$ cat src/rtl/mbd_pkg.sv
// Constants, states and carrier structs of the move and branch decoder.
// Assumes a single core clock; memories read combinationally.
package mbd_pkg;

  // Register map, APB byte addresses
  localparam logic [11:0] MBD_OFS_CTRL   = 12'h000;
  localparam logic [11:0] MBD_OFS_STATUS = 12'h004;

  // Field positions
  localparam int MBD_CTRL_RUN  = 0;
  localparam int MBD_PSW_CY    = 7;
  localparam int MBD_PSW_BANK  = 3;
  localparam int MBD_ST_PC_LSB = 16;
  localparam int MBD_ST_PSW_LSB = 8;

  // Values after reset
  localparam logic [12:0] MBD_PC_RST  = 13'h0000;
  localparam logic [7:0]  MBD_PSW_RST = 8'h00;
  localparam logic        MBD_RUN_RST = 1'b0;

  typedef enum logic [2:0] {
    MBD_FETCH,
    MBD_MEM,
    MBD_IMM,
    MBD_TABLE
  } mbd_state_e;

  typedef struct packed {
    logic        psel;
    logic        penable;
    logic        pwrite;
    logic [11:0] paddr;
    logic [31:0] pwdata;
  } mbd_apb_req_s;

  typedef struct packed {
    logic [7:0] addr;
    logic [7:0] wdata;
    logic       we;
  } mbd_ram_req_s;

  typedef struct packed {
    mbd_state_e        state;
    logic              run;
    logic [7:0]        acc;
    logic [7:0]        program_status_word;
    logic [12:0]       pc;
    logic [1:0]        mb;
    logic [7:0]        op;
    logic              aux;
    logic [15:0][7:0]  wreg;
    logic [12:0]       pm_addr;
    mbd_ram_req_s      ram;
    logic [31:0]       prdata;
    logic              pready;
    logic              pslverr;
    logic [1:0]        ta_sync;
    logic [1:0]        tb_sync;
  } mbd_st_s;

  localparam mbd_st_s MBD_ST_RST = '0;

endpackage

$ cat src/rtl/mbd_core.sv
// Move, carry, increment and branch execution for an 8-bit core.
// Program memory and data RAM answer combinationally to the registered
// addresses; test inputs are asynchronous pins; timer flag is on-clock.
//
// Overview of operation
// - F8+r copies working register to accumulator
// - F0/F1 loads accumulator from RAM at register
// - 23 loads accumulator with immediate byte
// - A8+r/A0-1 store accumulator to register/RAM
// - B8+r/B0-1 store immediate to register/RAM
// - 28+r/20-21 swap accumulator with register/RAM
// - 30-31 swap only low nibbles with RAM
// - C7 copies status word to accumulator
// - D7 copies accumulator bit 3 to bank bit
// - A3 reads current-page table at accumulator
// - 18+r/10-11 increment register/RAM, wrapping
// - C8+r/C0-1 decrement register/RAM
// - Long jump: bank bits, opcode n, address
// - B3 jumps through current-page table at accumulator
// - E8+r decrements register, branches if nonzero
// - E0-1 decrements RAM byte, branches if nonzero
// - Branch when selected accumulator bit is one, except B2 (bit 5), which stores its second byte to RAM
// - F6 branches on carry, E6 on no carry
// - C6 branches on zero, 96 on nonzero
// - 36 branches test A low, 26 high
// - 56 branches test B high, 46 low
// - 16 branches timer flag set, 06 clear
// - E5 clears bank bits, F5 sets low only
//
// Chosen here: the APB slave port and the register addresses.
`timescale 1ns/1ps
module mbd_core (
  // Clock and reset
  input  wire logic                  clock,
  input  wire logic                  srst,
  // APB slave
  input  wire mbd_pkg::mbd_apb_req_s apb_req,
  output logic [31:0]                prdata,
  output logic                       pready,
  output logic                       pslverr,
  // Program memory
  output logic [12:0]                pm_addr,
  input  wire logic [7:0]            pm_rdata,
  // Data RAM
  output mbd_pkg::mbd_ram_req_s      ram_req,
  input  wire logic [7:0]            ram_rdata,
  // Test inputs and timer flag
  input  wire logic                  test_input_a,
  input  wire logic                  test_input_b,
  input  wire logic                  timer_overflow_flag
);

  mbd_pkg::mbd_st_s st_q;
  mbd_pkg::mbd_st_s st_d;

  // Working register index in the selected bank
  function automatic logic [3:0] ridx(input logic bank, input logic [2:0] r);
    ridx = {bank, r};
  endfunction

  // RAM-indirect forms use opcodes x0 and x1
  function automatic logic is_ram(input logic [7:0] op);
    logic grp;
    grp = (op[7:4] == 4'hF) || (op[7:4] == 4'hA) || (op[7:4] == 4'h2) ||
          (op[7:4] == 4'h3) || (op[7:4] == 4'h1) || (op[7:4] == 4'hC) ||
          (op[7:4] == 4'hB) || (op[7:4] == 4'hE);
    is_ram = grp && (op[3:1] == 3'h0);
  endfunction

  // Opcodes that carry a second byte
  function automatic logic is_two(input logic [7:0] op);
    logic br6;
    br6 = (op[3:0] == 4'h6) &&
          ((op[7:4] == 4'hF) || (op[7:4] == 4'hE) || (op[7:4] == 4'hC) ||
           (op[7:4] == 4'h9) || (op[7:4] <= 4'h5));
    is_two = (op == 8'h23) || (op[7:3] == 5'h17) || (op[7:3] == 5'h1D) ||
             (op[4:0] == 5'h04) || (op[4] && op[3:0] == 4'h2) || br6;
  endfunction

  // Branch condition of the second-byte cycle
  function automatic logic cond(input logic [7:0] op, input logic [7:0] a,
                                input logic cy, input logic ta, input logic tb,
                                input logic tf, input logic aux);
    cond = 1'b0;
    if (op[4] && op[3:0] == 4'h2) begin
      cond = a[op[7:5]];
    end else if (op[7:3] == 5'h1D || op[7:1] == 7'h70) begin
      cond = aux;
    end else begin
      case (op)
        8'hF6:   cond = cy;
        8'hE6:   cond = !cy;
        8'hC6:   cond = (a == 8'h00);
        8'h96:   cond = (a != 8'h00);
        8'h36:   cond = !ta;
        8'h26:   cond = ta;
        8'h56:   cond = tb;
        8'h46:   cond = !tb;
        8'h16:   cond = tf;
        8'h06:   cond = !tf;
        default: cond = 1'b0;
      endcase
    end
  endfunction

  always_comb begin
    logic [3:0] ri;
    logic [7:0] d;
    logic [7:0] b;
    logic [7:0] dec;
    ri  = ridx(st_q.program_status_word[mbd_pkg::MBD_PSW_BANK], pm_rdata[2:0]);
    d   = ram_rdata;
    b   = pm_rdata;
    dec = 8'h00;
    st_d = st_q;
    st_d.ram.we  = 1'b0;
    st_d.pready  = 1'b0;
    st_d.pslverr = 1'b0;
    // Two-flop synchronisers for the test pins
    st_d.ta_sync = {st_q.ta_sync[0], test_input_a};
    st_d.tb_sync = {st_q.tb_sync[0], test_input_b};

    // APB slave: one wait state, write lands on the completing edge
    if (apb_req.psel && apb_req.penable && !st_q.pready) begin
      st_d.pready = 1'b1;
      st_d.prdata = 32'h0000_0000;
      case (apb_req.paddr)
        mbd_pkg::MBD_OFS_CTRL: st_d.prdata[mbd_pkg::MBD_CTRL_RUN] = st_q.run;
        mbd_pkg::MBD_OFS_STATUS: begin
          st_d.prdata[mbd_pkg::MBD_ST_PC_LSB +: 13] = st_q.pc;
          st_d.prdata[mbd_pkg::MBD_ST_PSW_LSB +: 8] = st_q.program_status_word;
          st_d.prdata[7:0] = st_q.acc;
        end
        default: st_d.pslverr = 1'b1;
      endcase
    end
    if (apb_req.psel && apb_req.penable && st_q.pready && apb_req.pwrite &&
        apb_req.paddr == mbd_pkg::MBD_OFS_CTRL) begin
      st_d.run = apb_req.pwdata[mbd_pkg::MBD_CTRL_RUN];
    end

    case (st_q.state)
      mbd_pkg::MBD_FETCH: begin
        if (st_q.run) begin
          st_d.op      = pm_rdata;
          st_d.pc      = st_q.pc + 13'h0001;
          st_d.pm_addr = st_q.pc + 13'h0001;
          if (is_ram(pm_rdata)) begin
            st_d.ram.addr = st_q.wreg[ridx(st_q.program_status_word[mbd_pkg::MBD_PSW_BANK],
                                          {2'b00, pm_rdata[0]})];
            st_d.state = mbd_pkg::MBD_MEM;
          end else if (is_two(pm_rdata)) begin
            st_d.state = mbd_pkg::MBD_IMM;
          end else if (pm_rdata == 8'hA3 || pm_rdata == 8'hB3) begin
            st_d.pm_addr = {st_d.pc[12:8], st_q.acc};
            st_d.state   = mbd_pkg::MBD_TABLE;
          end else begin
            case (pm_rdata[7:3])
              5'h1F: st_d.acc = st_q.wreg[ri];
              5'h15: st_d.wreg[ri] = st_q.acc;
              5'h05: begin
                st_d.acc     = st_q.wreg[ri];
                st_d.wreg[ri] = st_q.acc;
              end
              5'h03: st_d.wreg[ri] = st_q.wreg[ri] + 8'h01;
              5'h19: st_d.wreg[ri] = st_q.wreg[ri] - 8'h01;
              default: begin
                case (pm_rdata)
                  8'hC7: st_d.acc = st_q.program_status_word;
                  8'hD7: st_d.program_status_word[mbd_pkg::MBD_PSW_BANK] = st_q.acc[3];
                  8'h97: st_d.program_status_word[mbd_pkg::MBD_PSW_CY] = 1'b0;
                  8'hA7: st_d.program_status_word[mbd_pkg::MBD_PSW_CY] = !st_q.program_status_word[mbd_pkg::MBD_PSW_CY];
                  8'hE5: st_d.mb = 2'b00;
                  8'hF5: st_d.mb = 2'b01;
                  default: st_d.mb = st_q.mb;
                endcase
              end
            endcase
          end
        end
      end
      mbd_pkg::MBD_MEM: begin
        st_d.state    = mbd_pkg::MBD_FETCH;
        st_d.ram.we   = 1'b1;
        st_d.ram.wdata = d;
        case (st_q.op[7:4])
          4'hF: begin
            st_d.acc    = d;
            st_d.ram.we = 1'b0;
          end
          4'hA: st_d.ram.wdata = st_q.acc;
          4'h2: begin
            st_d.ram.wdata = st_q.acc;
            st_d.acc       = d;
          end
          4'h3: begin
            st_d.ram.wdata = {d[7:4], st_q.acc[3:0]};
            st_d.acc       = {st_q.acc[7:4], d[3:0]};
          end
          4'h1: st_d.ram.wdata = d + 8'h01;
          4'hC: st_d.ram.wdata = d - 8'h01;
          4'hB: begin
            st_d.ram.we = 1'b0;
            st_d.state  = mbd_pkg::MBD_IMM;
          end
          4'hE: begin
            dec            = d - 8'h01;
            st_d.ram.wdata = dec;
            st_d.aux       = (dec != 8'h00);
            st_d.state     = mbd_pkg::MBD_IMM;
          end
          default: st_d.ram.we = 1'b0;
        endcase
      end
      mbd_pkg::MBD_IMM: begin
        st_d.state   = mbd_pkg::MBD_FETCH;
        st_d.pc      = st_q.pc + 13'h0001;
        st_d.pm_addr = st_q.pc + 13'h0001;
        if (st_q.op == 8'h23) begin
          st_d.acc = b;
        end else if (st_q.op[7:3] == 5'h17) begin
          st_d.wreg[ridx(st_q.program_status_word[mbd_pkg::MBD_PSW_BANK], st_q.op[2:0])] = b;
        end else if (st_q.op[7:4] == 4'hB) begin
          st_d.ram.we    = 1'b1;
          st_d.ram.wdata = b;
        end else if (st_q.op[4:0] == 5'h04) begin
          st_d.pc      = {st_q.mb, st_q.op[7:5], b};
          st_d.pm_addr = {st_q.mb, st_q.op[7:5], b};
        end else begin
          if (st_q.op[7:3] == 5'h1D) begin
            dec = st_q.wreg[ridx(st_q.program_status_word[mbd_pkg::MBD_PSW_BANK], st_q.op[2:0])] - 8'h01;
            st_d.wreg[ridx(st_q.program_status_word[mbd_pkg::MBD_PSW_BANK], st_q.op[2:0])] = dec;
            st_d.aux = (dec != 8'h00);
          end
          if (cond(st_q.op, st_q.acc, st_q.program_status_word[mbd_pkg::MBD_PSW_CY], st_q.ta_sync[1],
                   st_q.tb_sync[1], timer_overflow_flag,
                   (st_q.op[7:3] == 5'h1D) ? (dec != 8'h00) : st_q.aux)) begin
            st_d.pc      = {st_q.pc[12:8], b};
            st_d.pm_addr = {st_q.pc[12:8], b};
          end
        end
      end
      mbd_pkg::MBD_TABLE: begin
        st_d.state = mbd_pkg::MBD_FETCH;
        if (st_q.op == 8'hA3) begin
          st_d.acc     = pm_rdata;
          st_d.pm_addr = st_q.pc;
        end else begin
          st_d.pc      = {st_q.pc[12:8], pm_rdata};
          st_d.pm_addr = {st_q.pc[12:8], pm_rdata};
        end
      end
      default: st_d.state = mbd_pkg::MBD_FETCH;
    endcase
  end

  always_ff @(posedge clock) begin
    if (srst) begin
      st_q <= mbd_pkg::MBD_ST_RST;
    end else begin
      st_q <= st_d;
    end
  end

  assign prdata  = st_q.prdata;
  assign pready  = st_q.pready;
  assign pslverr = st_q.pslverr;
  assign pm_addr = st_q.pm_addr;
  assign ram_req = st_q.ram;

  logic [3:0] a_ri;
  logic       a_fire;
  assign a_ri   = ridx(st_q.program_status_word[mbd_pkg::MBD_PSW_BANK], pm_rdata[2:0]);
  assign a_fire = st_q.run && st_q.state == mbd_pkg::MBD_FETCH;
endmodule

$ cat config.mk
export PLATFORM = sky130hd
export DESIGN_NAME = mbd_core
export DESIGN_NICKNAME = d
export VERILOG_FILES = /design/src/rtl/mbd_pkg.sv /design/src/rtl/mbd_core.sv
export SDC_FILE = /design/constraint.sdc
export NUM_CORES = 1
export LEC_CHECK = 0
export BUFFER_PORTS_ARGS = -buffer_cell sky130_fd_sc_hd__buf_2
export CAP_MARGIN = 5
export CORE_ASPECT_RATIO = 0.5
export CORE_MARGIN = 2
export CORE_UTILIZATION = 47
export DETAILED_ROUTE_END_ITERATION = 7
export GPL_ROUTABILITY_DRIVEN = 0
export PLACE_DENSITY = 0.65
export SLEW_MARGIN = 20
export SYNTH_ARGS = -nofsm -noshare
export SYNTH_HDL_FRONTEND = slang
export SYNTH_SLANG_ARGS = --single-unit
$ cat constraint.sdc
create_clock -name clock -period 10.4 [get_ports clock]
set_input_delay 2.08 -clock clock [delete_from_list [all_inputs] [get_ports clock]]
set_output_delay 2.08 -clock clock [all_outputs]
set_load 0.05 [all_outputs]
== After elaboration in Yosys (flattened, before gate mapping) ==
Index checks and enable logic that the tools add are counted.

* Flip-flop bits (word level): 231
* Output and inout bits: 64

* Add/sub/neg operators: 6
* Magnitude comparators: 7
* Equality and inequality tests: 80
* Multiplexer cells: 91
* Bitwise logic cells: 5
* Reductions and logical operators: 71

{| class="wikitable"
|+ Operators with widths
! cell !! number
|-
| $bwmux W128 || 5
|-
| $pmux W128 S3 || 1
|-
| $mux W142 || 2
|-
| $mux W141 || 2
|-
| $mux W129 || 2
|-
| $mux W128 || 2
|-
| $pmux W128 S2 || 1
|-
| $mux W149 || 1
|-
| $mux W8 || 17
|-
| $eq A8 B8 Y1 const B || 13
|-
| $mux W13 || 6
|-
| $pmux W13 S3 || 2
|-
| $bmux W8 S4 || 2
|-
| $demux W8 S4 || 2
|-
| $pmux W8 S4 || 2
|-
| $mux W9 || 7
|-
| $eq A4 B4 Y1 const B || 11
|-
| $eq A5 B5 Y1 const B || 7
|-
| $eq A8 B6 Y1 const B || 4
|-
| $pmux W8 S2 || 2
|-
| $reduce_bool A8 Y1 || 4
|-
| $ne A2 B2 Y1 const B || 15
|-
| $mux W28 || 1
|-
| $reduce_and A7 Y1 || 4
|-
| other kinds (54) || 145
|}

== Longest topological paths before layout ==
* Depth after elaboration: 24
* Mapped depth: 16
* Gate-level depth less buffers: 12

== Least setup slack after synthesis ==
Ideal clock, no wire load.

* Path kind: input to register
* Start: input port pm_rdata[0]
* End: register st_q[128] (netlist bit)
* Arrival: 5.389 ns
* Required time: 10.268 ns
* Slack: 4.879 ns
* Cell stages on the path: 15
* Buffers on the path: 4
* Cell sequence: buf_2 > buf_6 > buf_6 > mux4_2 > mux4_2 > inv_1 > ha_1 > nor3b_1 > xnor2_1 > o22ai_1 > a21oi_1 > clkbuf_1 > o21ai_1 > a21oi_1 > nor3_1

* Longest elaborated chain between the ends: 11
* Elaborated cells between the ends (all ways): 35
* Classes of those cells: 2 x add/sub; 2 x order compare; 8 x eq/ne; 13 x mux; 10 x reduce/logical

{| class="wikitable"
|+ RTL lines
! what !! line !! text
|-
| from (decl) || mbd_core.sv:43 || <nowiki>input wire logic [7:0] pm_rdata,</nowiki>
|-
| branches (longest 11 deep; another with $sub A8 B1 Y8) || - ||
|-
| to (signal assigned) || mbd_core.sv:259 || <nowiki>st_q <= mbd_pkg::MBD_ST_RST;</nowiki>
|-
| to (signal assigned) || mbd_core.sv:261 || <nowiki>st_q <= st_d;</nowiki>
|-
| to (decl) || mbd_core.sv:53 || <nowiki>mbd_pkg::mbd_st_s st_q;</nowiki>
|}

Several ways; the timed one is not identified. The select of a mux whose other input is x is not followed.
A chain may end at the register's enable or synchronous reset.

== Final worst setup path ==
* Start: input port pm_rdata[0]
* End: register st_q[152] (netlist bit)

The elaborated chain is that of the path after synthesis.

==> results.yml <==
synth:
  synthAdderAreaFrac_pct: 0.9850
  post_synth_mux_area_share_pct: 12.88
  yosys.area_share.simple_pct: 20.84
  sequential_fraction_of_the_synthesis_area_pct: 27.03
  synth-compound-area-share_pct: 28.22
  synth-warning-count: 0
  syn_area_um2: 16510
  ys_async_sr_fraction_pct: 0
  post_synth_inst_count: 2125
  synth-xor-area-share_pct: 1.591
  synth_enable_flop_cells: 0
  synth_cell_type_count: 79
  yosys_register_bits: 223
  synth.avg_cell_area_um2: 7.771
  synth_flop_cell: "sky130_fd_sc_hd__dfxtp_1"
  dominant_combinational_cell_family_by_area_after_synthesis: "compound AO/OA/AOI/OAI gates"
final_layout:
  final_core_util_pct: 50.88
  synthToLayoutAreaGrowth_pct: 6.395
  drive_gt1_share_pct: 15.14
  final.fill_count: 3365
  final_nets: 2131
floorplan:
  pin_count: 132
  dieWidth_um: 269.1
  initial_utilization_pct: 47.82
  fp.dieArea_um2: 36740
  rows: 48
  core_area_um2: 34530
  chipHeight_um: 136.5
place:
  buffer_ports.inserted: 91
  dp_hpwl_mm: 43.66
job:
  max_cap_viol_count: 0
grt:
  grt_pass1_wl_mm: 98.50
  number_of_global_route_vias_before_repair: 15790
  pin_count_of_the_biggest_net_entering_global_routing: 117
  grt-ovfl-total: 0
  grt.total_usage_pct: 35.14
  antenna_violations_before_repair: 2
detailed_routing:
  wirelength_mm: 65.54
  first_iter_violations: 2758
  drtPass1Iterations: 6
  route.detailed.wl_per_inst_um: 25.75
  final_antenna_net_count: 0
  post-route-drc-count: 0
  vias_per_cell: 7.027
  routed-via-count: 17880
clocking:
  worst_skew_pair.late_latency_ns: 0.56
  cts.sinks: 223
  cts_root_buf: "sky130_fd_sc_hd__clkbuf_16"
  postCtsResizedCells: 0
  cts_hold_buf: 0
  setup_fix_bufs_post_cts: 0
  clock_tree.htree_level_count: 1
  clock_path_buffers: 3
  cts_made_buffers: 24
  clock_tree_from_tritoncts: "done"
  worst_setup_hold_path_clk_slew_ns: 0.06
sta:
  finalHoldViolCount: 0
  period_share_pct: 63.02
  slew-limit-headroom_pct: 18.55
  slew_of_the_pin_with_the_lowest_slew_margin_ns: 1.220
  rsz0062_at_grt: "no"
  clock-skew-final_ns: 0.02157
  fin_tns_setup_ns: 0
  period_minus_slack_ns: 6.554
  final-max-slew-violation-count: 0
  setup_viol: 0
  timing.fmax_ghz: 0.1526
  fin_worst_hold_slack_ns: 0.4414
critical_path:
  required_ns: 10.87
  critPathMaxStageDelay_ns: 0.85
  crit_path_end_kind: "flop"
  timing.critical_path.buf_inv: 4
  timing.critical_path.slowest_stage_cell: "sky130_fd_sc_hd__o22ai_2"
  critical_path.startpoint_type: "input port"
  cp_top_family: "buffers and inverters"
  path_cells: "buf_4 > buf_4 > mux4_2 > mux4_2 > inv_1 > ha_1 > nor3b_1 > xnor2_1 > o22ai_2 > a21oi_2 > buf_4 > o21ai_1 > a21oi_1 > nor3_1"
  crit_arrival_ns: 7.02
  crit_path_frequent_cell: "sky130_fd_sc_hd__buf_4"
  critical_path_peak_fanout: 42
  critical_path_class: "in -> reg"
min_path:
  holdCritPathClass: "reg -> reg"
run_status:
  outcome: "finished, final reports clean"
power:
  peakVddDrop_v: 0.00009635
  p_leak_nw: 6.004
  power_density_nw_per_um2: 104.5
## logic make-up after synthesis
group	after synthesis
fa+ha+maj	13
flops	223
buf+inv	286
other cells	1
xor+xnor	30
compound gates	694
mux	109
simple gates	769
## power by group
group	leakage, nW	switching, W	total (W)	internal [W]
Sequential	1.80	0.000000463	0.000855	0.000855
Clock	0.386	0.000385	0.000868	0.000483
Combinational	3.82	0.0000867	0.000113	0.0000259
## state kept, by name (all words and copies together) (netlist names)
register  flops
st_q        165
prdata       23
ram_req      17
pm_addr      13
st_d          2
a_ri          1
pready        1
pslverr       1
## path summary, 6_finish.rpt
| kind | slack [ns] | start | cells past startpoint | endpoint |
|---|---|---|---|---|
| setup / recovery | 3.85 | pm_rdata[0] | 14 | st_q[152] |
| hold / removal | 0.44 | st_d[1] | 1 | st_q[1] |
| setup reg to reg | 4.86 | st_q[198] | 12 | st_q[161] |
| hold reg to reg | 0.44 | st_d[1] | 1 | st_q[1] |
## layout make-up
cell class	count	area, um^2	share of cell area (%)
clock inverter	7	35.03	0.1994
sequential	223	4468	25.43
clock buffer	37	730.7	4.159
inverter	35	131.4	0.7478
antenna	2	5.005	0.02849
tap	475	594.3	3.383
multi-input combinational	1624	10760	61.23
timing repair buffer	142	847.1	4.821
## metrics by stage
stage / worst slack [ns] / cells / instance area (um^2) / total power [W]
2_1_floorplan: 4.879 / 2133 / 16540 / 0.0009502
3_3_place_gp: 3.111 / 2498 / 16770 / 0.0009824
3_5_place_dp: 3.427 / 2498 / 16780 / 0.0009831
4_1_cts: 3.980 / 2542 / 17540 / 0.001835
5_1_grt: 3.659 / 2543 / 17560 / 0.001874
6_report: 3.846 / 2545 / 17570 / 0.001836
## synthesized netlist by cell type, types with 14 or more instances
cell type | number | area, um^2
sky130_fd_sc_hd__a211oi_1 | 29 | 217.7
sky130_fd_sc_hd__a21oi_1 | 129 | 645.6
sky130_fd_sc_hd__a221oi_1 | 39 | 341.6
sky130_fd_sc_hd__a222oi_1 | 19 | 190.2
sky130_fd_sc_hd__a22oi_1 | 82 | 615.6
sky130_fd_sc_hd__a31oi_1 | 27 | 168.9
sky130_fd_sc_hd__and3_1 | 22 | 137.6
sky130_fd_sc_hd__buf_1 | 16 | 60.06
sky130_fd_sc_hd__buf_2 | 16 | 80.08
sky130_fd_sc_hd__buf_4 | 67 | 503.0
sky130_fd_sc_hd__clkbuf_1 | 146 | 548.0
sky130_fd_sc_hd__dfxtp_1 | 223 | 4464
sky130_fd_sc_hd__inv_1 | 26 | 97.59
sky130_fd_sc_hd__mux2i_1 | 19 | 190.2
sky130_fd_sc_hd__mux4_2 | 82 | 1847
sky130_fd_sc_hd__nand2_1 | 179 | 671.9
sky130_fd_sc_hd__nand3_1 | 70 | 350.3
sky130_fd_sc_hd__nor2_1 | 309 | 1160
sky130_fd_sc_hd__nor2b_1 | 14 | 87.58
sky130_fd_sc_hd__nor3_1 | 96 | 480.5
sky130_fd_sc_hd__o211ai_1 | 21 | 157.7
sky130_fd_sc_hd__o21ai_0 | 133 | 665.6
sky130_fd_sc_hd__o21ai_1 | 64 | 320.3
sky130_fd_sc_hd__o221ai_1 | 42 | 367.9
sky130_fd_sc_hd__o22ai_1 | 19 | 118.9
sky130_fd_sc_hd__xnor2_1 | 18 | 157.7
## layer usage
metal,up-vias,track usage [%],routed length [um]
li1,7774,-,-
met5,-,1.216,0
met3,252,11.44,10170
met2,1426,50.54,26620
met4,0,14.60,3178
met1,8432,48.23,25570
## cells in the final DEF (no fill, tap or decap), types with 21 or more instances in the layout
cell type / n
sky130_fd_sc_hd__a211oi_1: 28
sky130_fd_sc_hd__a21oi_1: 127
sky130_fd_sc_hd__a221oi_1: 39
sky130_fd_sc_hd__a22oi_1: 82
sky130_fd_sc_hd__a31oi_1: 25
sky130_fd_sc_hd__and3_1: 22
sky130_fd_sc_hd__buf_2: 89
sky130_fd_sc_hd__buf_4: 52
sky130_fd_sc_hd__clkbuf_16: 25
sky130_fd_sc_hd__dfxtp_1: 220
sky130_fd_sc_hd__inv_1: 26
sky130_fd_sc_hd__mux4_2: 82
sky130_fd_sc_hd__nand2_1: 179
sky130_fd_sc_hd__nand3_1: 70
sky130_fd_sc_hd__nor2_1: 303
sky130_fd_sc_hd__nor3_1: 96
sky130_fd_sc_hd__o211ai_1: 21
sky130_fd_sc_hd__o21ai_0: 133
sky130_fd_sc_hd__o21ai_1: 63
sky130_fd_sc_hd__o221ai_1: 42
## worst register-to-register path, cell delays in order (launching register included)
cell,delay [ns]
sky130_fd_sc_hd__dfxtp_2,0.31
sky130_fd_sc_hd__buf_4,0.58
sky130_fd_sc_hd__nand2b_1,0.57
sky130_fd_sc_hd__nor4_1,0.74
sky130_fd_sc_hd__nand2_1,0.31
sky130_fd_sc_hd__nand2_1,0.88
sky130_fd_sc_hd__nor2_2,0.26
sky130_fd_sc_hd__buf_4,0.31
sky130_fd_sc_hd__a221oi_1,0.72
sky130_fd_sc_hd__buf_4,0.27
sky130_fd_sc_hd__o21ai_0,0.08
sky130_fd_sc_hd__a222oi_1,0.27
sky130_fd_sc_hd__nor3_1,0.09
(Power assumes the default switching activity.)
